File: src/rtl/adccfg_pkg.sv
// Package: register map, field positions and control types of the converter config bank
`default_nettype none
package adccfg_pkg;
  localparam int unsigned ADDR_W = 8;
  localparam int unsigned DATA_W = 8;
  localparam int unsigned SAMPLE_W = 14;
  localparam int unsigned SHORT_W = 12;
  localparam int unsigned PED_W = 6;
  localparam int unsigned SPAN_W = 4;
  // Register offsets
  localparam logic [7:0] ADDR_SW_RESET    = 8'h00;
  localparam logic [7:0] ADDR_SWING       = 8'h01;
  localparam logic [7:0] ADDR_TEST_SEL    = 8'h25;
  localparam logic [7:0] ADDR_DC_ENABLE   = 8'h3d;
  localparam logic [7:0] ADDR_PAT_HIGH    = 8'h3f;
  localparam logic [7:0] ADDR_PAT_LOW     = 8'h40;
  localparam logic [7:0] ADDR_IF_CTRL     = 8'h41;
  localparam logic [7:0] ADDR_FALL_LAT    = 8'h42;
  localparam logic [7:0] ADDR_POWER       = 8'h43;
  localparam logic [7:0] ADDR_HF_TUNE     = 8'h4a;
  localparam logic [7:0] ADDR_PEDESTAL    = 8'hbf;
  localparam logic [7:0] ADDR_LOOP        = 8'hcf;
  localparam logic [7:0] ADDR_RATE        = 8'hdb;
  localparam logic [7:0] REG_RESET_VAL    = 8'h00;
  // Write masks: reserved bits are never stored
  localparam logic [7:0] MASK_SW_RESET = 8'h02;
  localparam logic [7:0] MASK_SWING    = 8'hfc;
  localparam logic [7:0] MASK_TEST_SEL = 8'h07;
  localparam logic [7:0] MASK_DC_EN    = 8'h20;
  localparam logic [7:0] MASK_PAT_HIGH = 8'hff;
  localparam logic [7:0] MASK_PAT_LOW  = 8'hfc;
  localparam logic [7:0] MASK_IF_CTRL  = 8'hcf;
  localparam logic [7:0] MASK_FALL_LAT = 8'hcc;
  localparam logic [7:0] MASK_POWER    = 8'h53;
  localparam logic [7:0] MASK_HF_TUNE  = 8'h01;
  localparam logic [7:0] MASK_PED      = 8'hfc;
  localparam logic [7:0] MASK_LOOP     = 8'hbc;
  localparam logic [7:0] MASK_RATE     = 8'h01;
  // Field positions
  localparam int unsigned SW_RESET_BIT   = 1;
  localparam int unsigned DC_EN_BIT      = 5;
  localparam int unsigned IF_SEL_LSB     = 6;
  localparam int unsigned RISE_EN_BIT    = 3;
  localparam int unsigned RISE_OFF_LSB   = 1;
  localparam int unsigned FALL_EN_BIT    = 0;
  localparam int unsigned FALL_OFF_LSB   = 6;
  localparam int unsigned SHORT_OFF_BIT  = 3;
  localparam int unsigned QSLEEP_BIT     = 2;
  localparam int unsigned FSLEEP_BIT     = 6;
  localparam int unsigned DRV_OFF_BIT    = 4;
  localparam int unsigned SWING_EN_LSB   = 0;
  localparam int unsigned FIELD_LSB      = 2;
  localparam int unsigned HOLD_BIT       = 7;
  localparam int unsigned TEST_SEL_LSB   = 0;
  // Codes
  localparam logic [1:0] IF_FORCE_LVDS = 2'h1;
  localparam logic [1:0] IF_FORCE_CMOS = 2'h3;
  localparam logic [1:0] EDGE_DEFAULT  = 2'h0;
  localparam logic [1:0] EDGE_ALIGN    = 2'h2;
  localparam logic [1:0] SWING_ON      = 2'h3;
  localparam logic [2:0] TEST_USER     = 3'h5;
  localparam logic [13:0] MID_CODE     = 14'h2000;
  localparam logic [4:0] SPAN_BASE_LOG2 = 5'h14;   // 1M cycles = 2**20
  localparam logic [3:0] SPAN_MAX      = 4'hb;
  localparam int unsigned ACC_W        = 48;

  typedef enum logic [1:0] {
    ADCCFG_IF_PIN  = 2'h0,
    ADCCFG_IF_LVDS = 2'h1,
    ADCCFG_IF_CMOS = 2'h3
  } adccfg_if_t;

  typedef struct packed {
    adccfg_if_t  if_mode;
    logic        rise_adjust;
    logic [1:0]  rise_offset;
    logic        fall_adjust;
    logic [1:0]  fall_offset;
    logic        lvds_align;
    logic        short_path;
    logic        converter_off;
    logic        reference_off;
    logic        driver_off;
    logic        swing_apply;
    logic [5:0]  swing_code;
    logic        hf_tuning;
    logic        low_rate;
  } adccfg_ctrl_t;
endpackage : adccfg_pkg
`default_nettype wire

File: src/rtl/adccfg_bank.sv
// Module: converter configuration register bank and sample output path
`default_nettype none
module adccfg_bank #(
  parameter bit SHORT_VARIANT = 1'b0
) (
  input  wire logic                                  clk,
  input  wire logic                                  arst_n,
  input  wire logic                                  reg_wr_en,
  input  wire logic [adccfg_pkg::ADDR_W-1:0]         reg_addr,
  input  wire logic [adccfg_pkg::DATA_W-1:0]         reg_wr_data,
  output logic      [adccfg_pkg::DATA_W-1:0]         reg_rd_data,
  input  wire logic                                  format_select_pin,
  input  wire logic [adccfg_pkg::SAMPLE_W-1:0]       sample_in,
  output logic      [adccfg_pkg::SAMPLE_W-1:0]       data_out,
  output logic      [adccfg_pkg::SAMPLE_W-1:0]       data_out_en,
  output adccfg_pkg::adccfg_ctrl_t                   ctrl
);
  localparam int unsigned NREG = 13;
  localparam int unsigned SW = adccfg_pkg::SAMPLE_W;

  typedef logic [7:0] adccfg_byte_t;
  localparam adccfg_byte_t REG_ADDR [NREG] = '{
    adccfg_pkg::ADDR_SW_RESET, adccfg_pkg::ADDR_SWING, adccfg_pkg::ADDR_TEST_SEL,
    adccfg_pkg::ADDR_DC_ENABLE, adccfg_pkg::ADDR_PAT_HIGH, adccfg_pkg::ADDR_PAT_LOW,
    adccfg_pkg::ADDR_IF_CTRL, adccfg_pkg::ADDR_FALL_LAT, adccfg_pkg::ADDR_POWER,
    adccfg_pkg::ADDR_HF_TUNE, adccfg_pkg::ADDR_PEDESTAL, adccfg_pkg::ADDR_LOOP,
    adccfg_pkg::ADDR_RATE};
  localparam adccfg_byte_t REG_MASK [NREG] = '{
    adccfg_pkg::MASK_SW_RESET, adccfg_pkg::MASK_SWING, adccfg_pkg::MASK_TEST_SEL,
    adccfg_pkg::MASK_DC_EN, adccfg_pkg::MASK_PAT_HIGH, adccfg_pkg::MASK_PAT_LOW,
    adccfg_pkg::MASK_IF_CTRL, adccfg_pkg::MASK_FALL_LAT, adccfg_pkg::MASK_POWER,
    adccfg_pkg::MASK_HF_TUNE, adccfg_pkg::MASK_PED, adccfg_pkg::MASK_LOOP,
    adccfg_pkg::MASK_RATE};
  localparam int unsigned I_RST = 0;
  localparam int unsigned I_SWG = 1;
  localparam int unsigned I_TST = 2;
  localparam int unsigned I_DCE = 3;
  localparam int unsigned I_PH  = 4;
  localparam int unsigned I_PL  = 5;
  localparam int unsigned I_IF  = 6;
  localparam int unsigned I_FL  = 7;
  localparam int unsigned I_PWR = 8;
  localparam int unsigned I_HF  = 9;
  localparam int unsigned I_PED = 10;
  localparam int unsigned I_LP  = 11;
  localparam int unsigned I_RT  = 12;

  adccfg_byte_t   regs_reg [NREG];
  logic [NREG-1:0] hit;
  logic            soft_reset;
  logic [SW-1:0]   user_word;
  logic [SW-1:0]   user_mapped;
  logic [SW-1:0]   loop_out;
  logic [SW-1:0]   data_next;
  logic            digital_on;
  logic            test_user;
  logic            outputs_dead;
  logic [1:0]      if_field;
  logic            dc_en;
  logic [2:0]      pin_sync_reg;
  logic            pin_level_reg;

  ////////////////////////////////////////////////////////////////////////////
  // Register storage
  // Self-clearing soft reset
  assign soft_reset = regs_reg[I_RST][adccfg_pkg::SW_RESET_BIT];

  genvar gi;
  generate
    for (gi = 0; gi < NREG; gi++) begin : g_reg
      assign hit[gi] = reg_wr_en && (reg_addr == REG_ADDR[gi]);
      always_ff @(posedge clk or negedge arst_n) begin
        if (!arst_n) begin
          regs_reg[gi] <= adccfg_pkg::REG_RESET_VAL;
        end else if (soft_reset) begin
          regs_reg[gi] <= adccfg_pkg::REG_RESET_VAL;
        end else if (hit[gi]) begin
          regs_reg[gi] <= reg_wr_data & REG_MASK[gi];
        end
      end
    end
  endgenerate

  // Readback mux; unmapped addresses read zero
  always_comb begin
    reg_rd_data = '0;
    for (int i = 0; i < NREG; i++) begin
      if (reg_addr == REG_ADDR[i]) begin
        reg_rd_data = regs_reg[i];
      end
    end
  end

  ////////////////////////////////////////////////////////////////////////////
  // Control decode
  assign if_field = regs_reg[I_IF][adccfg_pkg::IF_SEL_LSB +: 2];

  // Format pin crosses in through three flops; a new level counts once the last two agree
  always_ff @(posedge clk or negedge arst_n) begin
    if (!arst_n) begin
      pin_sync_reg  <= '0;
      pin_level_reg <= 1'b0;
    end else begin
      pin_sync_reg <= {pin_sync_reg[1:0], format_select_pin};
      if (pin_sync_reg[1] == pin_sync_reg[2]) begin
        pin_level_reg <= pin_sync_reg[2];
      end
    end
  end

  assign ctrl.if_mode = (if_field == adccfg_pkg::IF_FORCE_LVDS) ? adccfg_pkg::ADCCFG_IF_LVDS :
                        (if_field == adccfg_pkg::IF_FORCE_CMOS) ? adccfg_pkg::ADCCFG_IF_CMOS :
                        (pin_level_reg ? adccfg_pkg::ADCCFG_IF_CMOS
                                           : adccfg_pkg::ADCCFG_IF_LVDS);

  assign ctrl.rise_adjust = regs_reg[I_IF][adccfg_pkg::RISE_EN_BIT];
  assign ctrl.rise_offset = ctrl.rise_adjust ?
                            regs_reg[I_IF][adccfg_pkg::RISE_OFF_LSB +: 2] :
                            adccfg_pkg::EDGE_DEFAULT;
  assign ctrl.fall_adjust = regs_reg[I_IF][adccfg_pkg::FALL_EN_BIT];
  assign ctrl.fall_offset = ctrl.fall_adjust ?
                            regs_reg[I_FL][adccfg_pkg::FALL_OFF_LSB +: 2] :
                            adccfg_pkg::EDGE_DEFAULT;
  assign ctrl.lvds_align = (ctrl.if_mode == adccfg_pkg::ADCCFG_IF_LVDS) &&
                           ((ctrl.rise_offset == adccfg_pkg::EDGE_ALIGN) ||
                            (ctrl.fall_offset == adccfg_pkg::EDGE_ALIGN));

  assign digital_on      = regs_reg[I_FL][adccfg_pkg::SHORT_OFF_BIT];
  assign ctrl.short_path = !digital_on;

  assign ctrl.converter_off = regs_reg[I_FL][adccfg_pkg::QSLEEP_BIT] ||
                              regs_reg[I_PWR][adccfg_pkg::FSLEEP_BIT];
  assign ctrl.reference_off = regs_reg[I_PWR][adccfg_pkg::FSLEEP_BIT];
  assign ctrl.driver_off    = regs_reg[I_PWR][adccfg_pkg::DRV_OFF_BIT];

  assign ctrl.swing_apply = (regs_reg[I_PWR][adccfg_pkg::SWING_EN_LSB +: 2]
                             == adccfg_pkg::SWING_ON);
  assign ctrl.swing_code  = ctrl.swing_apply ?
                            regs_reg[I_SWG][adccfg_pkg::FIELD_LSB +: 6] : 6'h00;
  assign ctrl.hf_tuning   = regs_reg[I_HF][0];
  assign ctrl.low_rate    = regs_reg[I_RT][0];

  ////////////////////////////////////////////////////////////////////////////
  // Sample datapath
  // Low word from bits 7..2
  assign user_word = {regs_reg[I_PH], regs_reg[I_PL][adccfg_pkg::FIELD_LSB +: 6]};

  assign user_mapped = SHORT_VARIANT ?
                       {2'b00, user_word[SW-1:SW-adccfg_pkg::SHORT_W]} : user_word;

  // Loop enable gated by digital path
  assign dc_en = regs_reg[I_DCE][adccfg_pkg::DC_EN_BIT] && digital_on;

  adccfg_dc_loop u_dc_loop (
    .clk        (clk),
    .arst_n     (arst_n),
    .soft_clear (soft_reset),
    .loop_en    (dc_en),
    .loop_hold  (regs_reg[I_LP][adccfg_pkg::HOLD_BIT]),
    .loop_span  (regs_reg[I_LP][adccfg_pkg::FIELD_LSB +: adccfg_pkg::SPAN_W]),
    .pedestal   (regs_reg[I_PED][adccfg_pkg::FIELD_LSB +: adccfg_pkg::PED_W]),
    .sample_in  (sample_in),
    .sample_out (loop_out)
  );

  // User word on test code 101
  assign test_user = digital_on &&
                     (regs_reg[I_TST][adccfg_pkg::TEST_SEL_LSB +: 3] == adccfg_pkg::TEST_USER);
  assign data_next = test_user ? user_mapped : loop_out;
  assign outputs_dead = ctrl.driver_off || ctrl.converter_off;

  // Output data register
  always_ff @(posedge clk or negedge arst_n) begin
    if (!arst_n) begin
      data_out <= '0;
    end else if (outputs_dead) begin
      data_out <= '0;
    end else begin
      data_out <= data_next;
    end
  end

  // Tristate enables off when powered down
  assign data_out_en = outputs_dead ? '0 : '1;
endmodule : adccfg_bank
`default_nettype wire

File: src/rtl/adccfg_dc_loop.sv
// Module: dc offset correction loop with hold, pedestal and programmable span
`default_nettype none
module adccfg_dc_loop (
  input  wire logic                                  clk,
  input  wire logic                                  arst_n,
  input  wire logic                                  soft_clear,
  input  wire logic                                  loop_en,
  input  wire logic                                  loop_hold,
  input  wire logic [adccfg_pkg::SPAN_W-1:0]         loop_span,
  input  wire logic [adccfg_pkg::PED_W-1:0]          pedestal,
  input  wire logic [adccfg_pkg::SAMPLE_W-1:0]       sample_in,
  output logic      [adccfg_pkg::SAMPLE_W-1:0]       sample_out
);
  localparam int unsigned AW = adccfg_pkg::ACC_W;
  localparam int unsigned SW = adccfg_pkg::SAMPLE_W;

  logic signed [AW-1:0] acc_reg;
  logic signed [AW-1:0] acc_next;
  logic        [4:0]    shift_amt;
  logic signed [SW+1:0] target;
  logic signed [SW+1:0] error;
  logic signed [SW+1:0] offset_est;
  logic signed [SW+1:0] corrected;

  // Target level is mid-code plus the signed pedestal
  // converge to the target level
  assign target = $signed({2'b00, adccfg_pkg::MID_CODE})
                + (SW+2)'($signed(pedestal));
  assign error = $signed({2'b00, sample_in}) - offset_est - target;
  assign shift_amt = adccfg_pkg::SPAN_BASE_LOG2
                   + 5'((loop_span > adccfg_pkg::SPAN_MAX) ? adccfg_pkg::SPAN_MAX : loop_span);
  assign offset_est = (SW+2)'(acc_reg >>> shift_amt);
  assign acc_next = acc_reg + AW'(error);
  assign corrected = $signed({2'b00, sample_in}) - offset_est;

  // Offset estimate integrator
  // hold keeps last estimate
  always_ff @(posedge clk or negedge arst_n) begin
    if (!arst_n) begin
      acc_reg <= '0;
    end else if (soft_clear || !loop_en) begin
      acc_reg <= '0;
    end else if (!loop_hold) begin
      acc_reg <= acc_next;
    end
  end

  // Corrected sample, clipped to code range
  always_ff @(posedge clk or negedge arst_n) begin
    if (!arst_n) begin
      sample_out <= '0;
    end else if (!loop_en) begin
      sample_out <= sample_in;
    end else if (corrected < 0) begin
      sample_out <= '0;
    end else if (corrected[SW+1:SW] != 2'b00) begin
      sample_out <= '1;
    end else begin
      sample_out <= corrected[SW-1:0];
    end
  end
endmodule : adccfg_dc_loop
`default_nettype wire

File: config.mk
export PLATFORM = sky130hd
export DESIGN_NAME = adccfg_bank
export DESIGN_NICKNAME = d
export VERILOG_FILES = /design/src/rtl/adccfg_pkg.sv /design/src/rtl/adccfg_bank.sv /design/src/rtl/adccfg_dc_loop.sv
export SDC_FILE = /design/constraint.sdc
export NUM_CORES = 1
export LEC_CHECK = 0
export BUFFER_PORTS_ARGS = -buffer_cell sky130_fd_sc_hd__buf_2
export CORE_MARGIN = 10
export CORE_UTILIZATION = 63
export CTS_BUF_LIST = sky130_fd_sc_hd__clkbuf_8
export DETAILED_ROUTE_END_ITERATION = 8
export GPL_ROUTABILITY_DRIVEN = 0
export PLACE_DENSITY = 0.83
export RECOVER_POWER = 100
export SLEW_MARGIN = 20
export SYNTH_ARGS = -nofsm -noshare
export SYNTH_HDL_FRONTEND = slang
export SYNTH_SLANG_ARGS = --single-unit
export TNS_END_PERCENT = 20
File: constraint.sdc
create_clock -name clk -period 12.4 [get_ports clk]
set_input_delay 1.24 -clock clk [delete_from_list [all_inputs] [get_ports clk]]
set_output_delay 1.24 -clock clk [all_outputs]
set_load 0.02 [all_outputs]
# Word-level counts from Yosys, hierarchy flattened
# Cells that the tools add are included.
# word_totals
ff_bits,184
inputBits,34
out_inout_bits,58
wordCells,139
# op_classes
add_sub_neg,5
magnitude_cmp,2
n_eq_ne,21
shifts,1
n_mux,54
reduce_logical,37
# ops
cell,n
8-bit two-way mux,39
48-bit two-way mux,2
14-bit two-way mux,6
48-bit by 16-bit adder with 48-bit output,1
48-bit by 5-bit >>> shifter with 16-bit output,1
"8-bit by 7-bit == test with 1-bit output, second input constant",5
2-bit nonzero test,14
"8-bit by 6-bit == test with 1-bit output, second input constant",3
"8-bit == test, second input constant",3
"15-bit by 6-bit adder with 16-bit output, first input constant",1
1-bit logical AND,16
"16-bit by 1-bit < comparator with 1-bit output, second input constant",1
15-bit by 16-bit subtractor with 16-bit output,1
16-bit subtractor,1
2-bit two-way mux,5
"2-bit == test, second input constant",4
"8-bit by 1-bit == test with 1-bit output, second input constant",1
8-bit logical NOT,1
6-bit two-way mux,1
"5-bit adder, first input constant",1
"2-bit by 1-bit == test with 1-bit output, second input constant",2
"4-bit > comparator, second input constant",1
1-bit logical OR,4
4-bit two-way mux,1
4 further kinds,5

# Longest topological paths before layout
# logic_depth
ltp_word,14
mapped_depth,41
ltp_nobuf,35

# Modules after synthesis
# A second synthesis with hierarchy kept.
# hier_totals
cells_unflattened,1313
area_unflattened_um2,11126.9
# modules_own_cells
mod,n_inst,cells_per_inst,area_per_inst_um2,seq_area_each_um2
adccfg_dc_loop,1,903,7303.3,1526.5
adccfg_bank,1,410,3823.7,1751.7

# Worst setup path after synthesis
# Ideal clock, no wire load.
# synth_path
path_kind,register to register
startpoint,reg regs_reg[13] (netlist name)
endpoint,reg u_dc_loop.acc_reg[40]
setup_time_ns,0.069
arrival_ns,9.224
t_required_ns,12.331
setup_slack_ns,3.107
path_stages_with_launch,41
n_path_buf,6
synth_period_minus_slack_ns,9.293
cell_sequence,dfrtp_1 > buf_4 > a21oi_1 > buf_4 > buf_1 > buf_1 > mux2i_1 > mux2i_1 > a21oi_1 > o21ai_0 > ha_1 > inv_1 > fa_1 > a21o_1 > a21oi_1 > o21ai_0 > a21bo_2 > a21o_1 > [... 5 more ...] > ha_1 > inv_1 > ha_1 > a21o_1 > a41oi_1 > xnor2_1 > xnor2_2 > ha_1 > clkbuf_1 > a2111oi_0 > nand2_1 > o22a_1 > a31oi_1 > a31oi_1 > a221oi_1 > o21ai_1 > or4b_1 > nand3_1
# synth_via
elab_chain_len,9
# synth_lines
item,line_no,rtl
start: declaration,adccfg_bank.sv:48,adccfg_byte_t regs_reg [NREG];
start signal: indexed assignment,adccfg_bank.sv:74,regs_reg[gi] <= adccfg_pkg::REG_RESET_VAL;
start signal: indexed assignment,adccfg_bank.sv:76,regs_reg[gi] <= adccfg_pkg::REG_RESET_VAL;
start signal: indexed assignment,adccfg_bank.sv:78,regs_reg[gi] <= reg_wr_data & REG_MASK[gi];
4-bit > comparator,adccfg_dc_loop.sv:31,+ 5'((loop_span > adccfg_pkg::SPAN_MAX) ? adccfg_pkg::SPAN_MAX : loop_span);
4-bit two-way mux (*),adccfg_dc_loop.sv:31,
5-bit adder (*),adccfg_dc_loop.sv:31,
48-bit by 5-bit >>> shifter with 16-bit output (*),adccfg_dc_loop.sv:32,assign offset_est = (SW+2)'(acc_reg >>> shift_amt);
15-bit by 16-bit subtractor with 16-bit output (*),adccfg_dc_loop.sv:29,"assign error = $signed({2'b00, sample_in}) - offset_est - target;"
16-bit subtractor (*),adccfg_dc_loop.sv:29,
48-bit by 16-bit adder with 48-bit output (*),adccfg_dc_loop.sv:33,assign acc_next = acc_reg + AW'(error);
48-bit two-way mux (*),adccfg_dc_loop.sv:43,end else if (!loop_hold) begin
48-bit two-way mux (*),adccfg_dc_loop.sv:41,end else if (soft_clear || !loop_en) begin
end signal: assignment,adccfg_dc_loop.sv:44,acc_reg <= acc_next;
end: declaration,adccfg_dc_loop.sv:17,logic signed [AW-1:0] acc_reg;
# Mark *: on every way between the ends. The rest lies on a longest branch, timed or not. The select of a mux whose other input is x is not followed.
# A chain may end at the register's enable or synchronous reset.

# Final worst setup path
# layout_path
startpoint,reg regs_reg[10] (netlist name)
endpoint,reg u_dc_loop.acc_reg[40]
# Same word-level chain as after synthesis.

==> impl_results.rst <==
.. list-table::
   :header-rows: 1

   * - Metric
     - Value
   * - Overall via count from detail_route
     - 9949
   * - Cell area after synthesis
     - 10750 µm²
   * - Count of filler cells inserted in the layout
     - 1386
   * - Flip-flop count of the largest register, all copies and words added
     - 47
   * - Total power after layout
     - 1.297 mW
   * - Number of routed nets with antenna violations
     - 0
   * - Worst R2R Setup Slack
     - 2530 ps
   * - Worst-Skew Late Latency
     - 460 ps
   * - Synthesized netlist net count
     - 1435
   * - Run status
     - finished, violations left
   * - Peak clock frequency supported by timing
     - 0.1013 GHz
   * - First-pass detailed-route iteration total
     - 5
   * - Count of placed standard cells in the final layout, fillers left out
     - 1575
   * - Number of CTS-inserted buffers
     - 17
   * - Fin Clk Skew
     - 13.62 ps
   * - Top cell type by total area after synthesis
     - sky130_fd_sc_hd__dfrtp_1
   * - Gr usage total
     - 25.59%
   * - YS warnings
     - 0
   * - Post-detail-place hpwl
     - 21.47 mm
   * - Postcts setup bufs
     - 0
   * - Core Footprint
     - 16640 µm²
   * - Count of cells resized by post-cts repair
     - 0
   * - Final sum of negative setup slack
     - 0 ps
   * - Average footprint of a synthesized cell
     - 8.225 µm²
   * - Fraction of registers with async set/reset
     - 100.0%
   * - R2R Path End
     - u_dc_loop.acc_reg[40]$_DFFE_PN0P_
   * - Htree depth
     - 4
   * - First-pass GRT wire length
     - 47.44 mm
   * - Flops & latches, synth
     - 131
   * - Total gr overflow
     - 0
   * - Detailed router's first-iteration violation count
     - 1002
   * - Largest stage delay, worst path
     - 1210 ps
   * - Final worst path period need
     - 9874 ps
   * - Critical Path Sink Type
     - flop
   * - Buffer cell driving the clock tree root
     - sky130_fd_sc_hd__clkbuf_8
   * - Static power due to leakage
     - 5.588 nW
   * - Relative slew margins
     - -164.9%
   * - Power density over the cells
     - 113.0 nW/µm²
   * - Horizontal die dimension
     - 150.6 µm
   * - Pin count of the biggest net entering global routing
     - 77
   * - Placement Setup Slack
     - 3670 ps
   * - Cell count after synthesis
     - 1307
   * - Number of rows in the core area
     - 47
   * - Sequential-to-total area share from yosys stat
     - 30.49%
   * - Total Routed Length
     - 28.90 mm
   * - Largest driver fanout on the critical path
     - 33
   * - I/O Buffers
     - 90
   * - Final #Nets
     - 1469
   * - Area Growth Syn to Fin
     - 6.786%
   * - Clock Pin Slew Worst Setup and Hold Paths
     - 80 ps
   * - Yosys top cell area share
     - 30.49%
   * - VDD IR max
     - 109.9 µV
   * - Total placed instance area
     - 11180 µm²
   * - Hold Worst Slack
     - 364.0 ps
   * - Post-route core utilization
     - 68.98%
   * - Measured slew at the worst slew-check pin
     - 3973 ps
   * - Required time reported for the critical path endpoint
     - 12800 ps
   * - Cell count of the worst reg-to-reg path
     - 36
   * - Number of buffers added to fix hold violations after cts
     - 0
   * - TritonCTS clock tree
     - done
   * - Cell types with the highest counts after synthesis
     - 166 x sky130_fd_sc_hd__nand2_1, 152 x sky130_fd_sc_hd__a21oi_1, 131 x sky130_fd_sc_hd__dfrtp_1, 118 x sky130_fd_sc_hd__nor2_1, 91 x sky130_fd_sc_hd__ha_1
   * - Top post-synthesis cells by area
     - sky130_fd_sc_hd__dfrtp_1 30%, sky130_fd_sc_hd__ha_1 11%, sky130_fd_sc_hd__a21oi_1 7.1%
   * - Startpoint of the most critical setup path
     - regs_reg[10]$_DFFE_PN0P_
   * - Die footprint
     - 22690 µm²
   * - Pins over their slew limit
     - 210
   * - Most common cell in the synthesized netlist
     - sky130_fd_sc_hd__nand2_1
   * - Number of antenna violations at the first check in global routing
     - 1
   * - RSZ-0062 raised after global routing
     - no
   * - Number of max-capacitance violations reported
     - 4
   * - Primary FF master, synth
     - sky130_fd_sc_hd__dfrtp_1
   * - Period Utilization, post-route
     - 79.63%
   * - Failing checks
     - capacitance limit, slew limit
   * - Die height
     - 150.6 µm
   * - Startpoint kind of the worst setup timing path
     - flop
   * - Number of enable-type register cells in the synthesized netlist
     - 0
   * - Via count of the first global-routing pass
     - 9435
   * - Launch instance of the worst register-to-register path
     - regs_reg[10]$_DFFE_PN0P_
   * - Average routed wire per standard cell
     - 18.35 µm
   * - Standard cell with the maximum stage delay on the critical path
     - sky130_fd_sc_hd__clkbuf_1
   * - Final hold violations
     - 0
   * - Number of setup violations in the final report
     - 0
   * - Data arrival time of the worst path
     - 10270 ps
   * - Tightest Hold Check Type
     - reg -> reg
   * - Setup Crit Path Kind
     - reg -> reg
   * - Minimum setup slack in the final design
     - 2526 ps
   * - Post-detailed-route via-to-cell ratio
     - 6.317
   * - Final instance area
     - 11480 µm²
   * - Fraction of final layout cells with drive strength greater than 1
     - 7.016%
   * - Critical Path End
     - u_dc_loop.acc_reg[40]$_DFFE_PN0P_
   * - Effective utilization at floorplan
     - 64.60%
   * - Detailed-route DRC error count
     - 0
   * - Number of clock sinks seen by CTS
     - 131
   * - Maximum buffer depth of the clock tree
     - 2
   * - Count of different cell masters after synthesis
     - 69
   * - IO Pins
     - 92
   * - Post-Place Cells
     - 1542
## where the power goes
part,switching (mW),internal (mW),total [mW]
clock,0.192,0.184,0.376
sequential,0.0136,0.443,0.457
combinational,0.291,0.174,0.465
total,0.497,0.801,1.30
## worst max-delay path, delay by kind of cell, from the launching register on
family | cells | cell delay (ps)
AOI/OAI and AO/OA | 19 | 4560
adders and majority gates | 5 | 1720
buffers and inverters | 4 | 1390
and+or+nand+nor | 3 | 660
xor gates and xnor gates | 3 | 570
muxes | 2 | 460
DFF | 1 | 450
## area by class of cell
| cell class | instances | area [µm²] | share of cell area [%] |
|---|---|---|---|
| multi-input combinational | 1044 | 6892 | 60.03 |
| inverter | 45 | 168.9 | 1.471 |
| clock buffer | 17 | 234.0 | 2.038 |
| tap | 220 | 275.3 | 2.398 |
| timing repair buffer | 102 | 457.9 | 3.989 |
| clock inverter | 15 | 170.2 | 1.482 |
| sequential | 131 | 3279 | 28.57 |
| antenna | 1 | 2.502 | 0.02180 |
## cell usage in the layout (no fill, tap or decap), types with 10 or more instances in the layout
master,instances
sky130_fd_sc_hd__nand2b_1,13
sky130_fd_sc_hd__clkbuf_1,60
sky130_fd_sc_hd__nor3_1,18
sky130_fd_sc_hd__xnor2_1,43
sky130_fd_sc_hd__a31oi_1,10
sky130_fd_sc_hd__nand4_1,14
sky130_fd_sc_hd__a21o_1,39
sky130_fd_sc_hd__clkbuf_8,17
sky130_fd_sc_hd__nand2_1,166
sky130_fd_sc_hd__inv_1,44
sky130_fd_sc_hd__buf_2,33
sky130_fd_sc_hd__dfrtp_1,130
sky130_fd_sc_hd__ha_1,91
sky130_fd_sc_hd__mux2i_1,72
sky130_fd_sc_hd__and3_1,17
sky130_fd_sc_hd__nor2_1,118
sky130_fd_sc_hd__a21oi_1,150
sky130_fd_sc_hd__a211oi_1,11
sky130_fd_sc_hd__nor2b_1,11
sky130_fd_sc_hd__a22oi_1,12
sky130_fd_sc_hd__o21ai_0,65
sky130_fd_sc_hd__nand3_1,59
sky130_fd_sc_hd__xor2_1,17
## cell families (layout without fill, tap and decap cells)
logic type / count (synthesis) / count (layout) / share of synthesized area (%)
multiplexers: 85 / 85 / 8.799
other: 1 / 2 / 0.03488
buffers and inverters: 132 / 179 / 5.412
adder cells (fa/ha/maj): 95 / 95 / 11.24
XOR/XNOR: 61 / 61 / 5.109
flip-flops: 131 / 131 / 30.49
AO/OA/AOI/OAI: 346 / 346 / 19.48
AND/OR/NAND/NOR: 456 / 456 / 19.43
## worst min-delay path by stage
| stage | startpoint | to | slack, ps | cells after the start |
|---|---|---|---|---|
| 6_report | pin_sync_reg[0]$_DFF_PN0_ | pin_sync_reg[1]$_DFF_PN0_ | 360 | 0 |
| 5_1_grt | pin_sync_reg[0]$_DFF_PN0_ | pin_sync_reg[1]$_DFF_PN0_ | 370 | 0 |
| 4_1_cts | pin_sync_reg[0]$_DFF_PN0_ | pin_sync_reg[1]$_DFF_PN0_ | 370 | 0 |
| 3_5_place_dp | pin_sync_reg[0]$_DFF_PN0_ | pin_sync_reg[1]$_DFF_PN0_ | 340 | 0 |
| 3_3_place_gp | pin_sync_reg[0]$_DFF_PN0_ | pin_sync_reg[1]$_DFF_PN0_ | 340 | 0 |
| 2_1_floorplan | pin_sync_reg[0]$_DFF_PN0_ | pin_sync_reg[1]$_DFF_PN0_ | 330 | 0 |
## layer usage
metal  vias up  global-route usage [%]  wire [µm]
met4         0                   8.518        592
met2       469                   40.45      13350
met1      4686                   33.98      12110
met5         -                       0          0
met3        59                   5.792       2845
li1       4735                       -          -
Note: power is estimated with default switching activity, not from simulation.
